### config.mk
export PLATFORM = sky130hd
export DESIGN_NAME = ots_top
export DESIGN_NICKNAME = d
export VERILOG_FILES = /design/src/core/ots_pkg.sv /design/src/core/ots_top.sv /design/src/core/ots_slow_div.sv /design/src/core/ots_sweep_gen.sv
export SDC_FILE = /design/constraint.sdc
export NUM_CORES = 1
export LEC_CHECK = 0
export BUFFER_PORTS_ARGS = -buffer_cell sky130_fd_sc_hd__buf_2
export CORE_MARGIN = 2
export CORE_UTILIZATION = 53
export CTS_BUF_LIST = sky130_fd_sc_hd__clkbuf_16
export DETAILED_ROUTE_END_ITERATION = 10
export PLACE_DENSITY = 0.77
export SLEW_MARGIN = 10
export SYNTH_ARGS = -nofsm -noshare
export SYNTH_HDL_FRONTEND = slang
export SYNTH_SLANG_ARGS = --single-unit
### constraint.sdc
create_clock -name CLK_I -period 3.4 [get_ports CLK_I]
set_input_delay 0.68 -clock CLK_I [delete_from_list [all_inputs] [get_ports CLK_I]]
set_output_delay 0.68 -clock CLK_I [all_outputs]
set_load 0.02 [all_outputs]
### src/core/ots_pkg.sv
/*
  Constants shared by the oscillator trim and spread-spectrum block:
  register indices, field positions, reset values and sweep constants.
  Assumes a 32-bit Avalon-MM slave whose byte address is four times
  the register index.
*/
// What this block does
// RULE_01 - rate code zero gives fixed, unswept trim
// RULE_02 - amplitude code picks peak 4, 8, 16, 32
// RULE_03 - swept trim stays within fine trim +/- amplitude
// RULE_04 - sweep offset advances every rate-code cycles; here it moves on every second update, every 2*rate cycles
// RULE_05 - full sweep lasts 4*rate*(2*amp+1) cycles
// RULE_06 - swept trim saturates at 0 and 255
// RULE_07 - software keeps fine trim inside unclipped range
// RULE_08 - fast oscillator and sweep halt in standby
// RULE_09 - coarse band code selects 16 or 32 MHz
// RULE_10 - fine trim lowers frequency, resets to 0x80
// RULE_11 - coarse register resets 0x01, fields 7:4,3:2,1:0
// RULE_12 - slow oscillator divided by four gives time base
// RULE_13 - slow trim five bits, resets 0x10
// RULE_14 - software may calibrate slow trim against fast
// RULE_15 - offset ramps one code per step, triangular
package ots_pkg;
  // register indices; byte address is index times four
  localparam logic [15:0] IDX_COARSE = 16'hA001;
  localparam logic [15:0] IDX_FINE   = 16'hA002;
  localparam logic [15:0] IDX_SLOW   = 16'hA007;
  localparam logic [15:0] IDX_STATUS = 16'hA008;
  localparam int          ADDR_W     = 18;
  // reset values
  localparam logic [7:0]  COARSE_RST = 8'h01;
  localparam logic [7:0]  FINE_RST   = 8'h80;
  localparam logic [4:0]  SLOW_RST   = 5'h10;
  // field positions in the coarse/sweep control register
  localparam int          RATE_LSB   = 4;
  localparam int          AMP_LSB    = 2;
  localparam int          BAND_LSB   = 0;
  // status register field positions
  localparam int          ST_SPREAD  = 8;
  localparam int          ST_RUN     = 9;
  localparam int          ST_TB      = 10;
  // smallest sweep amplitude; each code step doubles it
  localparam logic [5:0]  AMP_BASE   = 6'h04;
  // trim saturation limits
  localparam logic [7:0]  TRIM_MIN   = 8'h00;
  localparam logic [7:0]  TRIM_MAX   = 8'hFF;
  // value of half at which a slow oscillator rising edge toggles the time base
  localparam logic        SLOW_HALF  = 1'b1;
endpackage : ots_pkg

### src/core/ots_top.sv
/*
  Oscillator trim and spread-spectrum control: Avalon-MM register
  slave, coarse band and fine trim to the fast oscillator with an
  optional triangular sweep, and slow oscillator trim with its
  divide-by-four time base.
  Assumes CLK_I is the fast oscillator clock as seen by the digital
  core, STANDBY_I mirrors stop/sleep, and the slow oscillator level
  arrives synchronous to CLK_I.
*/
// Chosen here: register access over Avalon-MM.
`timescale 1ns/1ps
module ots_top import ots_pkg::*; (
  // clock and reset
  input  wire logic              CLK_I,
  input  wire logic              RST_N_I,
  // avalon-mm slave
  input  wire logic [ADDR_W-1:0] AVS_ADDRESS_I,
  input  wire logic              AVS_READ_I,
  input  wire logic              AVS_WRITE_I,
  input  wire logic [31:0]       AVS_WRITEDATA_I,
  input  wire logic [3:0]        AVS_BYTEENABLE_I,
  output logic [31:0]            AVS_READDATA_O,
  output logic                   AVS_WAITREQUEST_O,
  // power state
  input  wire logic              STANDBY_I,
  // fast oscillator control
  output logic [1:0]             COARSE_BAND_O,
  output logic                   HIGH_BAND_O,
  output logic [7:0]             SWEPT_TRIM_O,
  output logic                   SPREAD_EN_O,
  output logic                   FAST_OSC_RUN_O,
  // slow oscillator
  input  wire logic              SLOW_OSC_I,
  output logic [4:0]             SLOW_TRIM_O,
  output logic                   SLOW_TB_O
);

  // software-visible state
  logic [7:0]  coarse_sweep_ctrl;  // rate, amplitude, band
  logic [7:0]  fine_trim_code;     // higher value, lower frequency
  logic [4:0]  slow_trim_code;     // higher value, higher frequency

  // bus handshake state
  logic        ack;                // one wait state has passed
  logic [31:0] rdata;              // registered read data

  // oscillator run state
  logic        fast_run;           // oscillator enabled

  // derived control fields
  logic [3:0]  sweep_rate_code;
  logic [1:0]  sweep_amplitude_code;
  logic [1:0]  coarse_band_code;
  logic [7:0]  swept_trim_output;
  logic        slow_tb;

  // byte address of each register
  localparam logic [ADDR_W-1:0] A_COARSE = {IDX_COARSE, 2'b00};
  localparam logic [ADDR_W-1:0] A_FINE   = {IDX_FINE, 2'b00};
  localparam logic [ADDR_W-1:0] A_SLOW   = {IDX_SLOW, 2'b00};
  localparam logic [ADDR_W-1:0] A_STATUS = {IDX_STATUS, 2'b00};

  // request decode
  wire req      = AVS_READ_I | AVS_WRITE_I;
  wire take     = req & ack;           // the edge that completes
  wire wr_take  = AVS_WRITE_I & ack;
  wire lane0    = AVS_BYTEENABLE_I[0];
  wire lane1    = AVS_BYTEENABLE_I[1];
  wire hit_c    = (AVS_ADDRESS_I == A_COARSE);
  wire hit_f    = (AVS_ADDRESS_I == A_FINE);
  wire hit_s    = (AVS_ADDRESS_I == A_SLOW);
  wire hit_st   = (AVS_ADDRESS_I == A_STATUS);

  // write strobes; only the low byte lane carries the 8-bit fields
  wire we_c     = wr_take & hit_c & lane0;
  wire we_f     = wr_take & hit_f & lane0;
  wire we_s     = wr_take & hit_s & lane0;

  // field split of the coarse/sweep control register
  assign sweep_rate_code      = coarse_sweep_ctrl[RATE_LSB +: 4];
  assign sweep_amplitude_code = coarse_sweep_ctrl[AMP_LSB +: 2];
  assign coarse_band_code     = coarse_sweep_ctrl[BAND_LSB +: 2];

  // read selection; unmapped addresses read zero
  wire [31:0] rd_c  = {24'h000000, coarse_sweep_ctrl};
  wire [31:0] rd_f  = {24'h000000, fine_trim_code};
  wire [31:0] rd_s  = {27'h0000000, slow_trim_code};
  wire [31:0] rd_st = {21'h000000, slow_tb, fast_run,
                       SPREAD_EN_O, swept_trim_output};
  wire [31:0] rd_mux = hit_c  ? rd_c  :
                       hit_f  ? rd_f  :
                       hit_s  ? rd_s  :
                       hit_st ? rd_st : 32'h00000000;

  // a request is held one cycle, then released on the next edge;
  // the fixed wait state keeps read data a clean flop output
  assign AVS_WAITREQUEST_O = req & ~ack;

  // wait-state flop: set in the first cycle of a request, cleared
  // when the master completes at the edge that samples it low
  always_ff @(posedge CLK_I or negedge RST_N_I) begin
    if (!RST_N_I)
      ack <= 1'b0;
    else
      ack <= req & ~ack;
  end

  // read data captured while the master waits, so it stands at the
  // completing edge
  always_ff @(posedge CLK_I or negedge RST_N_I) begin
    if (!RST_N_I)
      rdata <= 32'h00000000;
    else if (AVS_READ_I & ~ack)
      rdata <= rd_mux;
  end
  assign AVS_READDATA_O = rdata;

  // coarse/sweep control register
  always_ff @(posedge CLK_I or negedge RST_N_I) begin
    if (!RST_N_I)
      coarse_sweep_ctrl <= COARSE_RST;                  // [RULE_11]
    else if (we_c)
      coarse_sweep_ctrl <= AVS_WRITEDATA_I[7:0];        // [RULE_11]
  end

  // fine trim register; the sweep adds to this value
  always_ff @(posedge CLK_I or negedge RST_N_I) begin
    if (!RST_N_I)
      fine_trim_code <= FINE_RST;                       // [RULE_10]
    else if (we_f)
      fine_trim_code <= AVS_WRITEDATA_I[7:0];           // [RULE_10]
  end

  // slow trim register; bits 7:5 are not stored and read zero
  always_ff @(posedge CLK_I or negedge RST_N_I) begin
    if (!RST_N_I)
      slow_trim_code <= SLOW_RST;                       // [RULE_13]
    else if (we_s)
      slow_trim_code <= AVS_WRITEDATA_I[4:0];           // [RULE_13]
  end

  // the oscillator stops on entry to stop/sleep and restarts on wake;
  // the sweep state is frozen rather than reset so it resumes where
  // it left off
  always_ff @(posedge CLK_I or negedge RST_N_I) begin
    if (!RST_N_I)
      fast_run <= 1'b1;
    else
      fast_run <= ~STANDBY_I;                           // [RULE_08]
  end

  // sweep generator drives the trim to the oscillator core
  ots_sweep_gen #(
    .RATE_W     (4)
  ) u_sweep (
    .clk_i      (CLK_I),
    .rst_n_i    (RST_N_I),
    .run_i      (fast_run),
    .rate_i     (sweep_rate_code),
    .amp_code_i (sweep_amplitude_code),
    .fine_i     (fine_trim_code),
    .trim_o     (swept_trim_output)
  );

  // the slow oscillator never stops, so its divider ignores standby
  ots_slow_div u_slow (
    .clk_i      (CLK_I),
    .rst_n_i    (RST_N_I),
    .osc_i      (SLOW_OSC_I),
    .tb_o       (slow_tb)
  );

  // spread status and band selection, registered for clean outputs
  always_ff @(posedge CLK_I or negedge RST_N_I) begin
    if (!RST_N_I) begin
      SPREAD_EN_O   <= 1'b0;
      COARSE_BAND_O <= COARSE_RST[1:0];
      HIGH_BAND_O   <= COARSE_RST[1];
    end else begin
      SPREAD_EN_O   <= (sweep_rate_code != 4'h0);       // [RULE_01]
      COARSE_BAND_O <= coarse_band_code;                // [RULE_09]
      HIGH_BAND_O   <= coarse_band_code[1];             // [RULE_09]
    end
  end

  // direct drives from flops
  assign SWEPT_TRIM_O   = swept_trim_output;
  assign FAST_OSC_RUN_O = fast_run;
  assign SLOW_TRIM_O    = slow_trim_code;
  assign SLOW_TB_O      = slow_tb;

  bus_wait_a: assert property (  // [RULE_11]
    @(posedge CLK_I) disable iff (!RST_N_I)
    (req && !ack) |-> AVS_WAITREQUEST_O ##1 !AVS_WAITREQUEST_O)
    else $error("wait state not exactly one cycle");
  coarse_wr_a: assert property (  // [RULE_11]
    @(posedge CLK_I) disable iff (!RST_N_I)
    we_c |=> coarse_sweep_ctrl == $past(AVS_WRITEDATA_I[7:0]))
    else $error("coarse register not written");
  band_out_a: assert property (  // [RULE_09]
    @(posedge CLK_I) disable iff (!RST_N_I)
    we_c ##1 1'b1 |=> HIGH_BAND_O == coarse_sweep_ctrl[1])
    else $error("band select not followed");
  slow_wr_a: assert property (  // [RULE_13]
    @(posedge CLK_I) disable iff (!RST_N_I)
    we_s |=> SLOW_TRIM_O == $past(AVS_WRITEDATA_I[4:0]))
    else $error("slow trim not written");
  run_stop_a: assert property (  // [RULE_08]
    @(posedge CLK_I) disable iff (!RST_N_I)
    STANDBY_I |=> !FAST_OSC_RUN_O)
    else $error("oscillator not halted in standby");

  // read path: data captured in the wait cycle stand at completion
  rd_data_a: assert property (  // [RULE_11]
    @(posedge CLK_I) disable iff (!RST_N_I)
    (AVS_READ_I && ack) |-> AVS_READDATA_O == $past(rd_mux))
    else $error("read data not held at completion");
  // unmapped addresses read zero, so software sees no stale data
  rd_unmap_a: assert property (  // [RULE_11]
    @(posedge CLK_I) disable iff (!RST_N_I)
    (AVS_READ_I && !ack && !hit_c && !hit_f && !hit_s && !hit_st)
      |=> AVS_READDATA_O == 32'h00000000)
    else $error("unmapped read not zero");
  // coarse register reads back whole, upper lanes zero
  rd_coarse_a: assert property (  // [RULE_11]
    @(posedge CLK_I) disable iff (!RST_N_I)
    (AVS_READ_I && !ack && hit_c)
      |=> AVS_READDATA_O[7:0] == $past(coarse_sweep_ctrl)
       && AVS_READDATA_O[31:8] == 24'h000000)
    else $error("coarse read back wrong");
  // slow trim reads back five bits, the unused bits as zero
  rd_slow_a: assert property (  // [RULE_13]
    @(posedge CLK_I) disable iff (!RST_N_I)
    (AVS_READ_I && !ack && hit_s)
      |=> AVS_READDATA_O[4:0] == $past(slow_trim_code)
       && AVS_READDATA_O[31:5] == 27'h0000000)
    else $error("slow trim read back wrong");
  // status shows the run state and nothing above the time base bit
  rd_status_a: assert property (  // [RULE_08]
    @(posedge CLK_I) disable iff (!RST_N_I)
    (AVS_READ_I && !ack && hit_st)
      |=> AVS_READDATA_O[9] == $past(fast_run)
       && AVS_READDATA_O[31:11] == 21'h00000)
    else $error("status read back wrong");
  // fine trim takes the low byte at the completing edge
  fine_wr_a: assert property (  // [RULE_10]
    @(posedge CLK_I) disable iff (!RST_N_I)
    we_f |=> fine_trim_code == $past(AVS_WRITEDATA_I[7:0]))
    else $error("fine trim not written");
  // a write without the low lane must not touch any field
  lane_off_a: assert property (  // [RULE_11]
    @(posedge CLK_I) disable iff (!RST_N_I)
    (wr_take && !lane0) |=> $stable(coarse_sweep_ctrl)
      && $stable(fine_trim_code) && $stable(slow_trim_code))
    else $error("write without low lane changed a register");
  // the status word is read-only; a write to it is dropped
  status_wr_a: assert property (  // [RULE_11]
    @(posedge CLK_I) disable iff (!RST_N_I)
    (wr_take && hit_st) |=> $stable(coarse_sweep_ctrl)
      && $stable(fine_trim_code) && $stable(slow_trim_code))
    else $error("status write changed a register");
  // registers only move at a completing write
  idle_keep_a: assert property (  // [RULE_10]
    @(posedge CLK_I) disable iff (!RST_N_I)
    !wr_take |=> $stable(coarse_sweep_ctrl)
      && $stable(fine_trim_code) && $stable(slow_trim_code))
    else $error("register changed without a write");
  // the oscillator restarts one clock after wake
  run_wake_a: assert property (  // [RULE_08]
    @(posedge CLK_I) disable iff (!RST_N_I)
    !STANDBY_I |=> FAST_OSC_RUN_O)
    else $error("oscillator not resumed on wake");
  // a stopped oscillator has no clock, so the trim must not move
  trim_freeze_a: assert property (  // [RULE_08]
    @(posedge CLK_I) disable iff (!RST_N_I)
    !FAST_OSC_RUN_O |=> $stable(SWEPT_TRIM_O))
    else $error("trim moved while halted");
  // rate code zero passes the fine trim straight through
  fixed_top_a: assert property (  // [RULE_01]
    @(posedge CLK_I) disable iff (!RST_N_I)
    (sweep_rate_code == 4'h0 && fast_run)
      |=> SWEPT_TRIM_O == $past(fine_trim_code))
    else $error("trim not fixed at rate code zero");
  // the spread flag follows the rate code one clock later
  spread_flag_a: assert property (  // [RULE_01]
    @(posedge CLK_I) disable iff (!RST_N_I)
    1'b1 |=> SPREAD_EN_O == ($past(sweep_rate_code) != 4'h0))
    else $error("spread flag does not follow rate code");
  // band outputs follow the coarse field one clock later
  band_follow_a: assert property (  // [RULE_09]
    @(posedge CLK_I) disable iff (!RST_N_I)
    1'b1 |=> COARSE_BAND_O == $past(coarse_band_code)
      && HIGH_BAND_O == $past(coarse_band_code[1]))
    else $error("band outputs do not follow coarse field");
endmodule : ots_top

### src/core/ots_slow_div.sv
/*
  Divide-by-four of the slow oscillator into the low-speed time base.
  Assumes the slow oscillator level is synchronous to CLK_I and much
  slower than it.
*/
`timescale 1ns/1ps
module ots_slow_div import ots_pkg::*; (
  // clock and reset
  input  wire logic clk_i,
  input  wire logic rst_n_i,
  // slow oscillator level and divided time base
  input  wire logic osc_i,
  output logic      tb_o
);
  logic osc_q;   // previous oscillator level
  logic half;    // counts rising edges within a half period
  wire  rise = osc_i & ~osc_q;

  // toggle every second rising edge: period is four oscillator periods
  always_ff @(posedge clk_i or negedge rst_n_i) begin
    if (!rst_n_i) begin
      osc_q <= 1'b0;
      half  <= 1'b0;
      tb_o  <= 1'b0;
    end else begin
      osc_q <= osc_i;
      if (rise) begin
        half <= ~half;
        if (half == SLOW_HALF)
          tb_o <= ~tb_o;   // [RULE_12]
      end
    end
  end

  tb_toggle_a: assert property (  // [RULE_12]
    @(posedge clk_i) disable iff (!rst_n_i)
    (rise && half) |=> (tb_o != $past(tb_o)))
    else $error("time base missed its toggle");
  tb_hold_a: assert property (  // [RULE_12]
    @(posedge clk_i) disable iff (!rst_n_i)
    (!rise || !half) |=> $stable(tb_o))
    else $error("time base toggled early");
endmodule : ots_slow_div

### src/core/ots_sweep_gen.sv
/*
  Triangular sweep generator adding a bounded offset to the fine trim
  code, saturated to the 8-bit trim range.
  Assumes clk_i is the fast oscillator clock and run_i is low while
  the processor is in stop or sleep.
*/
`timescale 1ns/1ps
module ots_sweep_gen import ots_pkg::*; #(
  parameter int RATE_W = 4
) (
  // clock and reset
  input  wire logic              clk_i,
  input  wire logic              rst_n_i,
  // control
  input  wire logic              run_i,
  input  wire logic [RATE_W-1:0] rate_i,
  input  wire logic [1:0]        amp_code_i,
  input  wire logic [7:0]        fine_i,
  // swept trim to the oscillator
  output logic [7:0]             trim_o
);
  logic [RATE_W-1:0] tick_cnt;  // cycles since last update
  logic              half;      // second update of a step pair
  logic              dir_up;    // ramp direction
  logic signed [6:0] offset;    // current offset, -32..32
  logic [7:0]        next_trim;

  wire spread_on = (rate_i != '0);                           // [RULE_01]
  wire tick = spread_on && run_i
              && (tick_cnt == rate_i - 1'b1);                // [RULE_04]
  wire [5:0] amp = AMP_BASE << amp_code_i;                   // [RULE_02]
  wire signed [6:0] amp_s = $signed({1'b0, amp});
  wire at_top = (offset >= amp_s);
  wire at_bot = (offset <= -amp_s);
  wire signed [9:0] sum = $signed({2'b00, fine_i})
                          + {{3{offset[6]}}, offset};        // [RULE_03]
  wire low  = sum < 10'sd0;
  wire high = sum > $signed({2'b00, TRIM_MAX});

  // saturate rather than wrap
  always_comb begin
    if (!spread_on)
      next_trim = fine_i;                                    // [RULE_01]
    else if (low)
      next_trim = TRIM_MIN;                                  // [RULE_06]
    else if (high)
      next_trim = TRIM_MAX;                                  // [RULE_06]
    else
      next_trim = sum[7:0];                                  // [RULE_03]
  end

  // the offset moves on every second update and dwells one step pair
  // at each peak, so a full sweep is 4*(2*amp+1) updates
  always_ff @(posedge clk_i or negedge rst_n_i) begin
    if (!rst_n_i) begin
      tick_cnt <= '0;
      half     <= 1'b0;
      dir_up   <= 1'b1;
      offset   <= '0;
    end else if (!spread_on) begin
      tick_cnt <= '0;
      half     <= 1'b0;
      dir_up   <= 1'b1;
      offset   <= '0;
    end else if (run_i) begin                                // [RULE_08]
      tick_cnt <= tick ? '0 : tick_cnt + 1'b1;               // [RULE_04]
      if (tick) begin
        half <= ~half;                                       // [RULE_05]
        if (half) begin
          if (dir_up) begin
            if (at_top) dir_up <= 1'b0;                      // [RULE_15]
            else offset <= offset + 7'sd1;
          end else begin
            if (at_bot) dir_up <= 1'b1;                      // [RULE_15]
            else offset <= offset - 7'sd1;
          end
        end
      end
    end
  end

  // the output register freezes with the oscillator in standby
  always_ff @(posedge clk_i or negedge rst_n_i) begin
    if (!rst_n_i)
      trim_o <= FINE_RST;
    else if (run_i)
      trim_o <= next_trim;                                   // [RULE_08]
  end

  fixed_out_a: assert property (  // [RULE_01]
    @(posedge clk_i) disable iff (!rst_n_i)
    (!spread_on && run_i) |=> trim_o == $past(fine_i))
    else $error("trim not fixed with spreading off");
  sweep_value_a: assert property (  // [RULE_03]
    @(posedge clk_i) disable iff (!rst_n_i)
    (spread_on && run_i && !low && !high)
      |=> trim_o == $past(sum[7:0]))
    else $error("swept trim not fine plus offset");
  clamp_hi_a: assert property (  // [RULE_06]
    @(posedge clk_i) disable iff (!rst_n_i)
    (spread_on && run_i && high) |=> trim_o == TRIM_MAX)
    else $error("trim wrapped above range");
  clamp_lo_a: assert property (  // [RULE_06]
    @(posedge clk_i) disable iff (!rst_n_i)
    (spread_on && run_i && low) |=> trim_o == TRIM_MIN)
    else $error("trim wrapped below range");
  update_gap_a: assert property (  // [RULE_04]
    @(posedge clk_i) disable iff (!rst_n_i)
    (tick && rate_i == 4'h2) ##1 (run_i && rate_i == 4'h2)
      |=> (tick || rate_i != 4'h2 || !run_i))
    else $error("update spacing wrong");
  step_one_a: assert property (  // [RULE_15]
    @(posedge clk_i) disable iff (!rst_n_i)
    (tick && half && spread_on)
      |=> (offset - $past(offset) == 7'sd1)
       || ($past(offset) - offset == 7'sd1)
       || (dir_up != $past(dir_up)))
    else $error("offset moved by more than one");
  peak_turn_a: assert property (  // [RULE_02]
    @(posedge clk_i) disable iff (!rst_n_i)
    (tick && half && dir_up && offset == amp_s && spread_on)
      |=> !dir_up && $stable(offset))
    else $error("no reversal at peak");
  halt_hold_a: assert property (  // [RULE_08]
    @(posedge clk_i) disable iff (!rst_n_i)
    (!run_i && spread_on) |=> $stable(trim_o) && $stable(offset))
    else $error("sweep moved in standby");
endmodule : ots_sweep_gen

### Yosys cells after proc, flatten, opt, wreduce, memory -nomap -nowiden

Cells that the tools add are included.

* bits in registers: 83
* bits in latches: 0
* bits in writable memories: 0
* ROM bits: 0
* output and inout port bits: 52
* memories: 0

* $add $sub $neg: 6
* $mul: 0
* div/mod/pow operators: 0
* $lt $le $gt $ge: 4
* eq/ne operators: 10
* shifts and indexed selects: 1
* mux-type cells: 27
* bitwise logic cells: 17
* reduce and logical (&&, ||, !) cells: 7

Operator list (number)
* equality test 18 bit (second input constant): 4
* 2-to-1 mux 7 bit: 7
* 2-to-1 mux 11 bit: 4
* 2-to-1 mux 8 bit: 3
* 2-to-1 mux 4 bit: 3
* adder 9 x 7 -> 10 bit: 1
* AND 1 bit: 10
* > comparator 10 x 9 -> 1 bit (second input constant): 1
* less-than comparator 10 x 1 -> 1 bit (second input constant): 1
* 2-to-1 mux 1 bit: 10
* adder 7 x 2 -> 7 bit (second input constant): 1
* >= comparator 7 bit: 1
* <= comparator 7 bit: 1
* negation 6 -> 7 bit: 1
* subtractor 7 x 2 -> 7 bit (second input constant): 1
* inverter 1 bit: 6
* << shifter 3 x 2 -> 6 bit (first input constant): 1
* AND reduction 5 bit: 1
* adder 4 x 1 -> 4 bit (second input constant): 1
* equality test 4 bit: 1
* != test 2 bit (second input constant): 2
* AND reduction 2 bit: 2
* nonzero test 4 bit: 1
* subtractor 4 x 1 -> 4 bit (second input constant): 1
* other kinds (6): 7

### Longest topological paths before layout

* word-level depth: 9
* mapped depth: 12

### Hierarchy

From an unflattened synthesis, not the netlist that was laid out.

* cells, all modules: 418
* area, all modules: 4058.9 µm²

By module, submodules not included
* ots_sweep_gen: times used 1, cells each 239, area each 2075.7 µm², seq. area each 528.0 µm²
* ots_top: times used 1, cells each 172, area each 1876.8 µm², seq. area each 932.1 µm²
* ots_slow_div: times used 1, cells each 7, area each 106.4 µm², seq. area each 75.1 µm²

### Least setup slack after synthesis

No wires, ideal clock.

* path type: register -> register
* start point: reg coarse_sweep_ctrl[3]
* end point: reg u_sweep.offset[4]
* setup time: 104 ps
* arrival: 2491 ps
* data required time: 3296 ps
* slack: 806 ps
* stages on the path, launching flop included: 12
* buffers on the path: 1
* path through: dfrtp_1 -> or2_2 -> ha_1 -> inv_1 -> ha_1 -> o21ai_0 -> a22oi_1 -> mux2i_1 -> nor2_1 -> a211o_1 -> buf_6 -> o41ai_2

* word-level cells in the longest chain between the ends: 5
* elaborated cells on any way between the ends: 7

Ends and longest elaborated chain
* from (decl): line ots_top.sv:39 `logic [7:0] coarse_sweep_ctrl;`
* from (signal assigned): line ots_top.sv:123 `coarse_sweep_ctrl <= AVS_WRITEDATA_I[7:0];`
* << shifter 3 x 2 -> 6 bit *: line ots_sweep_gen.sv:31 `wire [5:0] amp = AMP_BASE << amp_code_i;`
* negation 6 -> 7 bit: line ots_sweep_gen.sv:34 `wire at_bot = (offset <= -amp_s);`
* <= comparator 7 bit: line ots_sweep_gen.sv:34
* != test 3 x 2 -> 1 bit (no source line)
* AND reduction 5 bit (no source line) *
* to (signal assigned): line ots_sweep_gen.sv:72 `else offset <= offset + 7'sd1;`
* to (signal assigned): line ots_sweep_gen.sv:75 `else offset <= offset - 7'sd1;`
* to (decl): line ots_sweep_gen.sv:25 `logic signed [6:0] offset;`

Every way passes the cells marked *; elsewhere a longest branch is shown, timed or not.
A chain may end at the register's enable or synchronous reset.

### Worst setup path after layout

* start point: reg u_sweep.offset[0]
* end point: reg u_sweep.trim_o[4]

* word-level cells in the longest chain between the ends: 5
* elaborated cells on any way between the ends: 6

Ends and longest elaborated chain
* adder 9 x 7 -> 10 bit *: line ots_sweep_gen.sv:36 `+ {{3{offset[6]}}, offset};`
* > comparator 10 x 9 -> 1 bit: line ots_sweep_gen.sv:38 `wire high = sum > $signed({2'b00, TRIM_MAX});`
* 2-to-1 mux 8 bit: line ots_sweep_gen.sv:46 `else if (high)`
* 2-to-1 mux 8 bit *: line ots_sweep_gen.sv:44 `else if (low)`
* 2-to-1 mux 8 bit *: line ots_sweep_gen.sv:42 `if (!spread_on)`
* to (signal assigned): line ots_sweep_gen.sv:87 `trim_o <= next_trim;`
* to (decl): line ots_sweep_gen.sv:20 `output logic [7:0] trim_o`

Marks and branches as above.

==> key figures <==
Run status
  – Status: finished clean

Setup path
  – Worst path required time: 3.64 ns
  – CP Launch Type: flop
  – Critical Path AT: 3.19 ns
  – Most used cell, CP: a21oi_1
  – Critical-path top delay cell: or4_1
  – R2R setup slack: 0.45 ns
  – Worst Path Max Fanout: 7
  – CP peak stage delay: 0.51 ns
  – Critical path type: flop to flop
  – RR Endpoint: u_sweep.trim_o[4]
  – Nature of the critical path endpoint: flop
  – Crit path launch: u_sweep.offset[0]
  – Critical R2R Launch: u_sweep.offset[0]
  – CP Cell Sequence: ha_1 -> inv_1 -> fa_1 -> nand2b_1 -> a21oi_1 -> o41ai_1 -> or4_1 -> o21ai_1 -> a21oi_1 -> o21ai_0
  – R2R cell count: 10
  – Worst setup endpoint: u_sweep.trim_o[4]

Pwr
  – Pwr/cell area: 380 mW/mm²
  – Sequential share of power: 0.453
  – Clock network power share: 0.474
  – Sw Share: 0.252
  – Leakage: 2.19 nW
  – Cell internal pwr: 0.00127 W
  – Gate power share: 0.072
  – VDD IR-drop max: 222 µV
  – Net switching power: 0.000427 W

Layout
  – Ant diodes: 0
  – Reg area: 0.00154 mm²
  – Area of the multi-input gates: 0.00211 mm²
  – Fillers: 631
  – Area grow syn2layout: 15.2%
  – Proportion of layout cells with a drive suffix above 1: 0.245
  – Final Net Count: 555

Yosys
  – Top-count cell post-synth: dfrtp_1
  – Post-Syn Instances: 403
  – EDFF count, synth: 0
  – Yosys warning count: 0
  – Asr flop ratio synth: 1.00
  – Synth area leaders: dfrtp_1 (35%), ha_1 (8.1%), mux2_2 (6.4%), o21ai_0 (5.2%), dfstp_2 (4.8%)
  – Top_reg_cell synth: dfrtp_1
  – Commonest cells post-synth: dfrtp_1 (54), o21ai_0 (40), nand2_1 (36), ha_1 (25)
  – Synthesis-stage register bit count: 61
  – Post-synth top area share: 0.350
  – Sequential share of the synthesized area: 0.397
  – Post-synth cell types: 55
  – Syn_area_per_cell: 9.59 µm²
  – Synthesized cell area: 0.00386 mm²
  – Area leader, netlist: dfrtp_1

STA
  – Min Tclk post-route: 2.95 ns
  – Worst Max-Slew Pin Slew: 0.769 ns
  – Fin. max-slew vios: 0
  – Final setup vio count: 0
  – Minimum hold slack: 0.373 ns
  – Rel. slew slack: 0.487
  – Fmax: 0.339 GHz
  – RSZ-0062 raised after global routing: false
  – Setup TNS: 0 ns
  – Final period util: 0.868
  – Fin Clk Skew: 0.00544 ns
  – Final Hold Viols: 0

Global routing
  – Met1 Use GR: 0.277
  – Met2 Track Usage GR: 0.404
  – Vias in the first global route: 3005
  – Total track usage: 0.233
  – Overflow left after global routing: 0
  – Largest net degree at the start of global routing: 62
  – Met3 Use GR: 0.0582
  – First-pass GRT wire length: 14100 µm
  – Initial antenna violation count: 0
  – Gr busiest metal: met2

Clocking
  – Clock latency on the worst-skew pair: 0.33 ns
  – CTS sink cnt: 61
  – Post-CTS Resized: 0
  – Hold Buf Count CTS: 0
  – Num CTS Buffers: 9
  – Clk root buf: clkbuf_16
  – CTS clock-pin slew for the worst setup and hold paths: 0.05 ns
  – Clk buf depth: 2
  – TritonCTS clock tree: built
  – Post-CTS Setup Bufs: 0
  – H-tree Lvls: 3

Placed design
  – Port Buf Inserts: 63
  – DP Wirelength: 6470 µm
  – Placer Congestion: 0.792

Routing
  – DRT antenna net count: 0
  – Vias/cell: 5.68
  – DRT Pass-1 Iters: 5
  – Routed wire length: 9130 µm
  – Initial DRC Count: 147
  – DRC Markers: 0
  – Via count: 3248
  – Average routed wire per standard cell: 16.0 µm

Die
  – Die height: 89.4 µm
  – IO Count: 112
  – Num rows: 31
  – Full die area: 0.00799 mm²
  – Die X-Extent: 89.4 µm
  – Core Region: 0.00714 mm²
  – Starting Density: 0.542

Flow run
  – Max-cap viol count: 0

Worst hold path
  – Hold crit path type: flop to flop
==> per-layer routing <==
metal	wire length (µm)	share of wire
met5	0	0
met4	143	0.016
met3	608	0.067
met2	4590	0.50
met1	3790	0.42
==> cell type report <==
| cell class | instances | area share |
|---|---|---|
| Inverter | 22 | 0.0185 |
| Tap cell | 99 | 0.0278 |
| Clock inverter | 7 | 0.00787 |
| Sequential cell | 61 | 0.345 |
| Clock buffer | 9 | 0.0506 |
| Timing Repair Buffer | 67 | 0.0775 |
| Multi-Input combinational cell | 307 | 0.473 |
==> cells in the final DEF (no fill, tap or decap), types with 3 or more instances in the layout <==
| cell type | n |
|---|---|
| ha_1 | 25 |
| nor2_1 | 23 |
| clkbuf_16 | 9 |
| xnor2_1 | 13 |
| o211ai_1 | 4 |
| buf_4 | 4 |
| conb_1 | 21 |
| nand2b_1 | 8 |
| nand3_1 | 10 |
| clkinv_1 | 4 |
| dfstp_2 | 7 |
| mux2_2 | 22 |
| a21o_1 | 7 |
| inv_1 | 22 |
| o31ai_1 | 4 |
| dfrtp_1 | 54 |
| nand3b_1 | 4 |
| mux2i_1 | 3 |
| xor2_1 | 4 |
| buf_2 | 63 |
| nand2_1 | 36 |
| and2_1 | 4 |
| nor2b_1 | 4 |
| a22oi_1 | 7 |
| a21oi_1 | 23 |
| o21ai_0 | 40 |
==> flip-flops by register name (all words and copies together) (netlist names) <==
name,flops
AVS_READDATA_O,11
coarse_sweep_ctrl,8
fine_trim_code,8
u_sweep.trim_o,8
u_sweep.offset,7
SLOW_TRIM_O,5
u_sweep.tick_cnt,4
COARSE_BAND_O,2
FAST_OSC_RUN_O,1
SPREAD_EN_O,1
ack,1
u_slow.half,1
u_slow.osc_q,1
u_slow.tb_o,1
u_sweep.dir_up,1
u_sweep.half,1
==> through the flow <==
step,cells,power [W],setup WS (ns),util,cell area (µm²)
final,572,0.00169,0.450,0.624,4450
after floorplan,423,0.000862,0.806,-,3940
after global routing,572,0.00175,0.180,0.624,4450
after detailed placement,556,0.000902,0.499,0.588,4190
after global placement,556,0.000898,0.577,0.588,4190
after CTS,572,0.00170,0.468,0.624,4450
==> worst min-delay path by stage <==
stage                               from               end  slack (ns)  cells after the start
floorplan           coarse_sweep_ctrl[0]  COARSE_BAND_O[0]        0.36                      0
global placement    coarse_sweep_ctrl[0]  COARSE_BAND_O[0]        0.37                      0
detailed placement  coarse_sweep_ctrl[0]  COARSE_BAND_O[0]        0.37                      0
CTS                 coarse_sweep_ctrl[0]  COARSE_BAND_O[0]        0.37                      0
global route        coarse_sweep_ctrl[0]  COARSE_BAND_O[0]        0.39                      0
finish              coarse_sweep_ctrl[0]  COARSE_BAND_O[0]        0.37                      0
==> power by group through the flow <==
stage	Clock (W)	Combinational (W)	Sequential (W)
after floorplan	0	0.0000754	0.000786
after global placement	0	0.000120	0.000779
after detailed placement	0	0.000122	0.000780
after CTS	0.000811	0.000123	0.000768
after global routing	0.000846	0.000136	0.000770
final	0.000804	0.000122	0.000768
==> cells by family (layout without fill, tap and decap cells) <==
family,Yosys count,after routing,share of synthesized area
and+or+nand+nor,111,111,0.146
AOI/OAI and AO/OA,106,106,0.177
DFF,61,61,0.397
buffers and inverters,55,105,0.0770
adders and majority gates,27,27,0.0913
muxes,25,25,0.0719
xor gates and xnor gates,17,17,0.0385
other,1,21,0.000970
==> worst max-delay path: cells and delay by family (launching register included) <==
kind	cells	cell delay (ns)
flops	1	0.45
compound gates	5	1.03
simple gates	2	0.73
fa+ha+maj	2	0.60
buf+inv	1	0.06
Power figures use the tool's default switching activity.
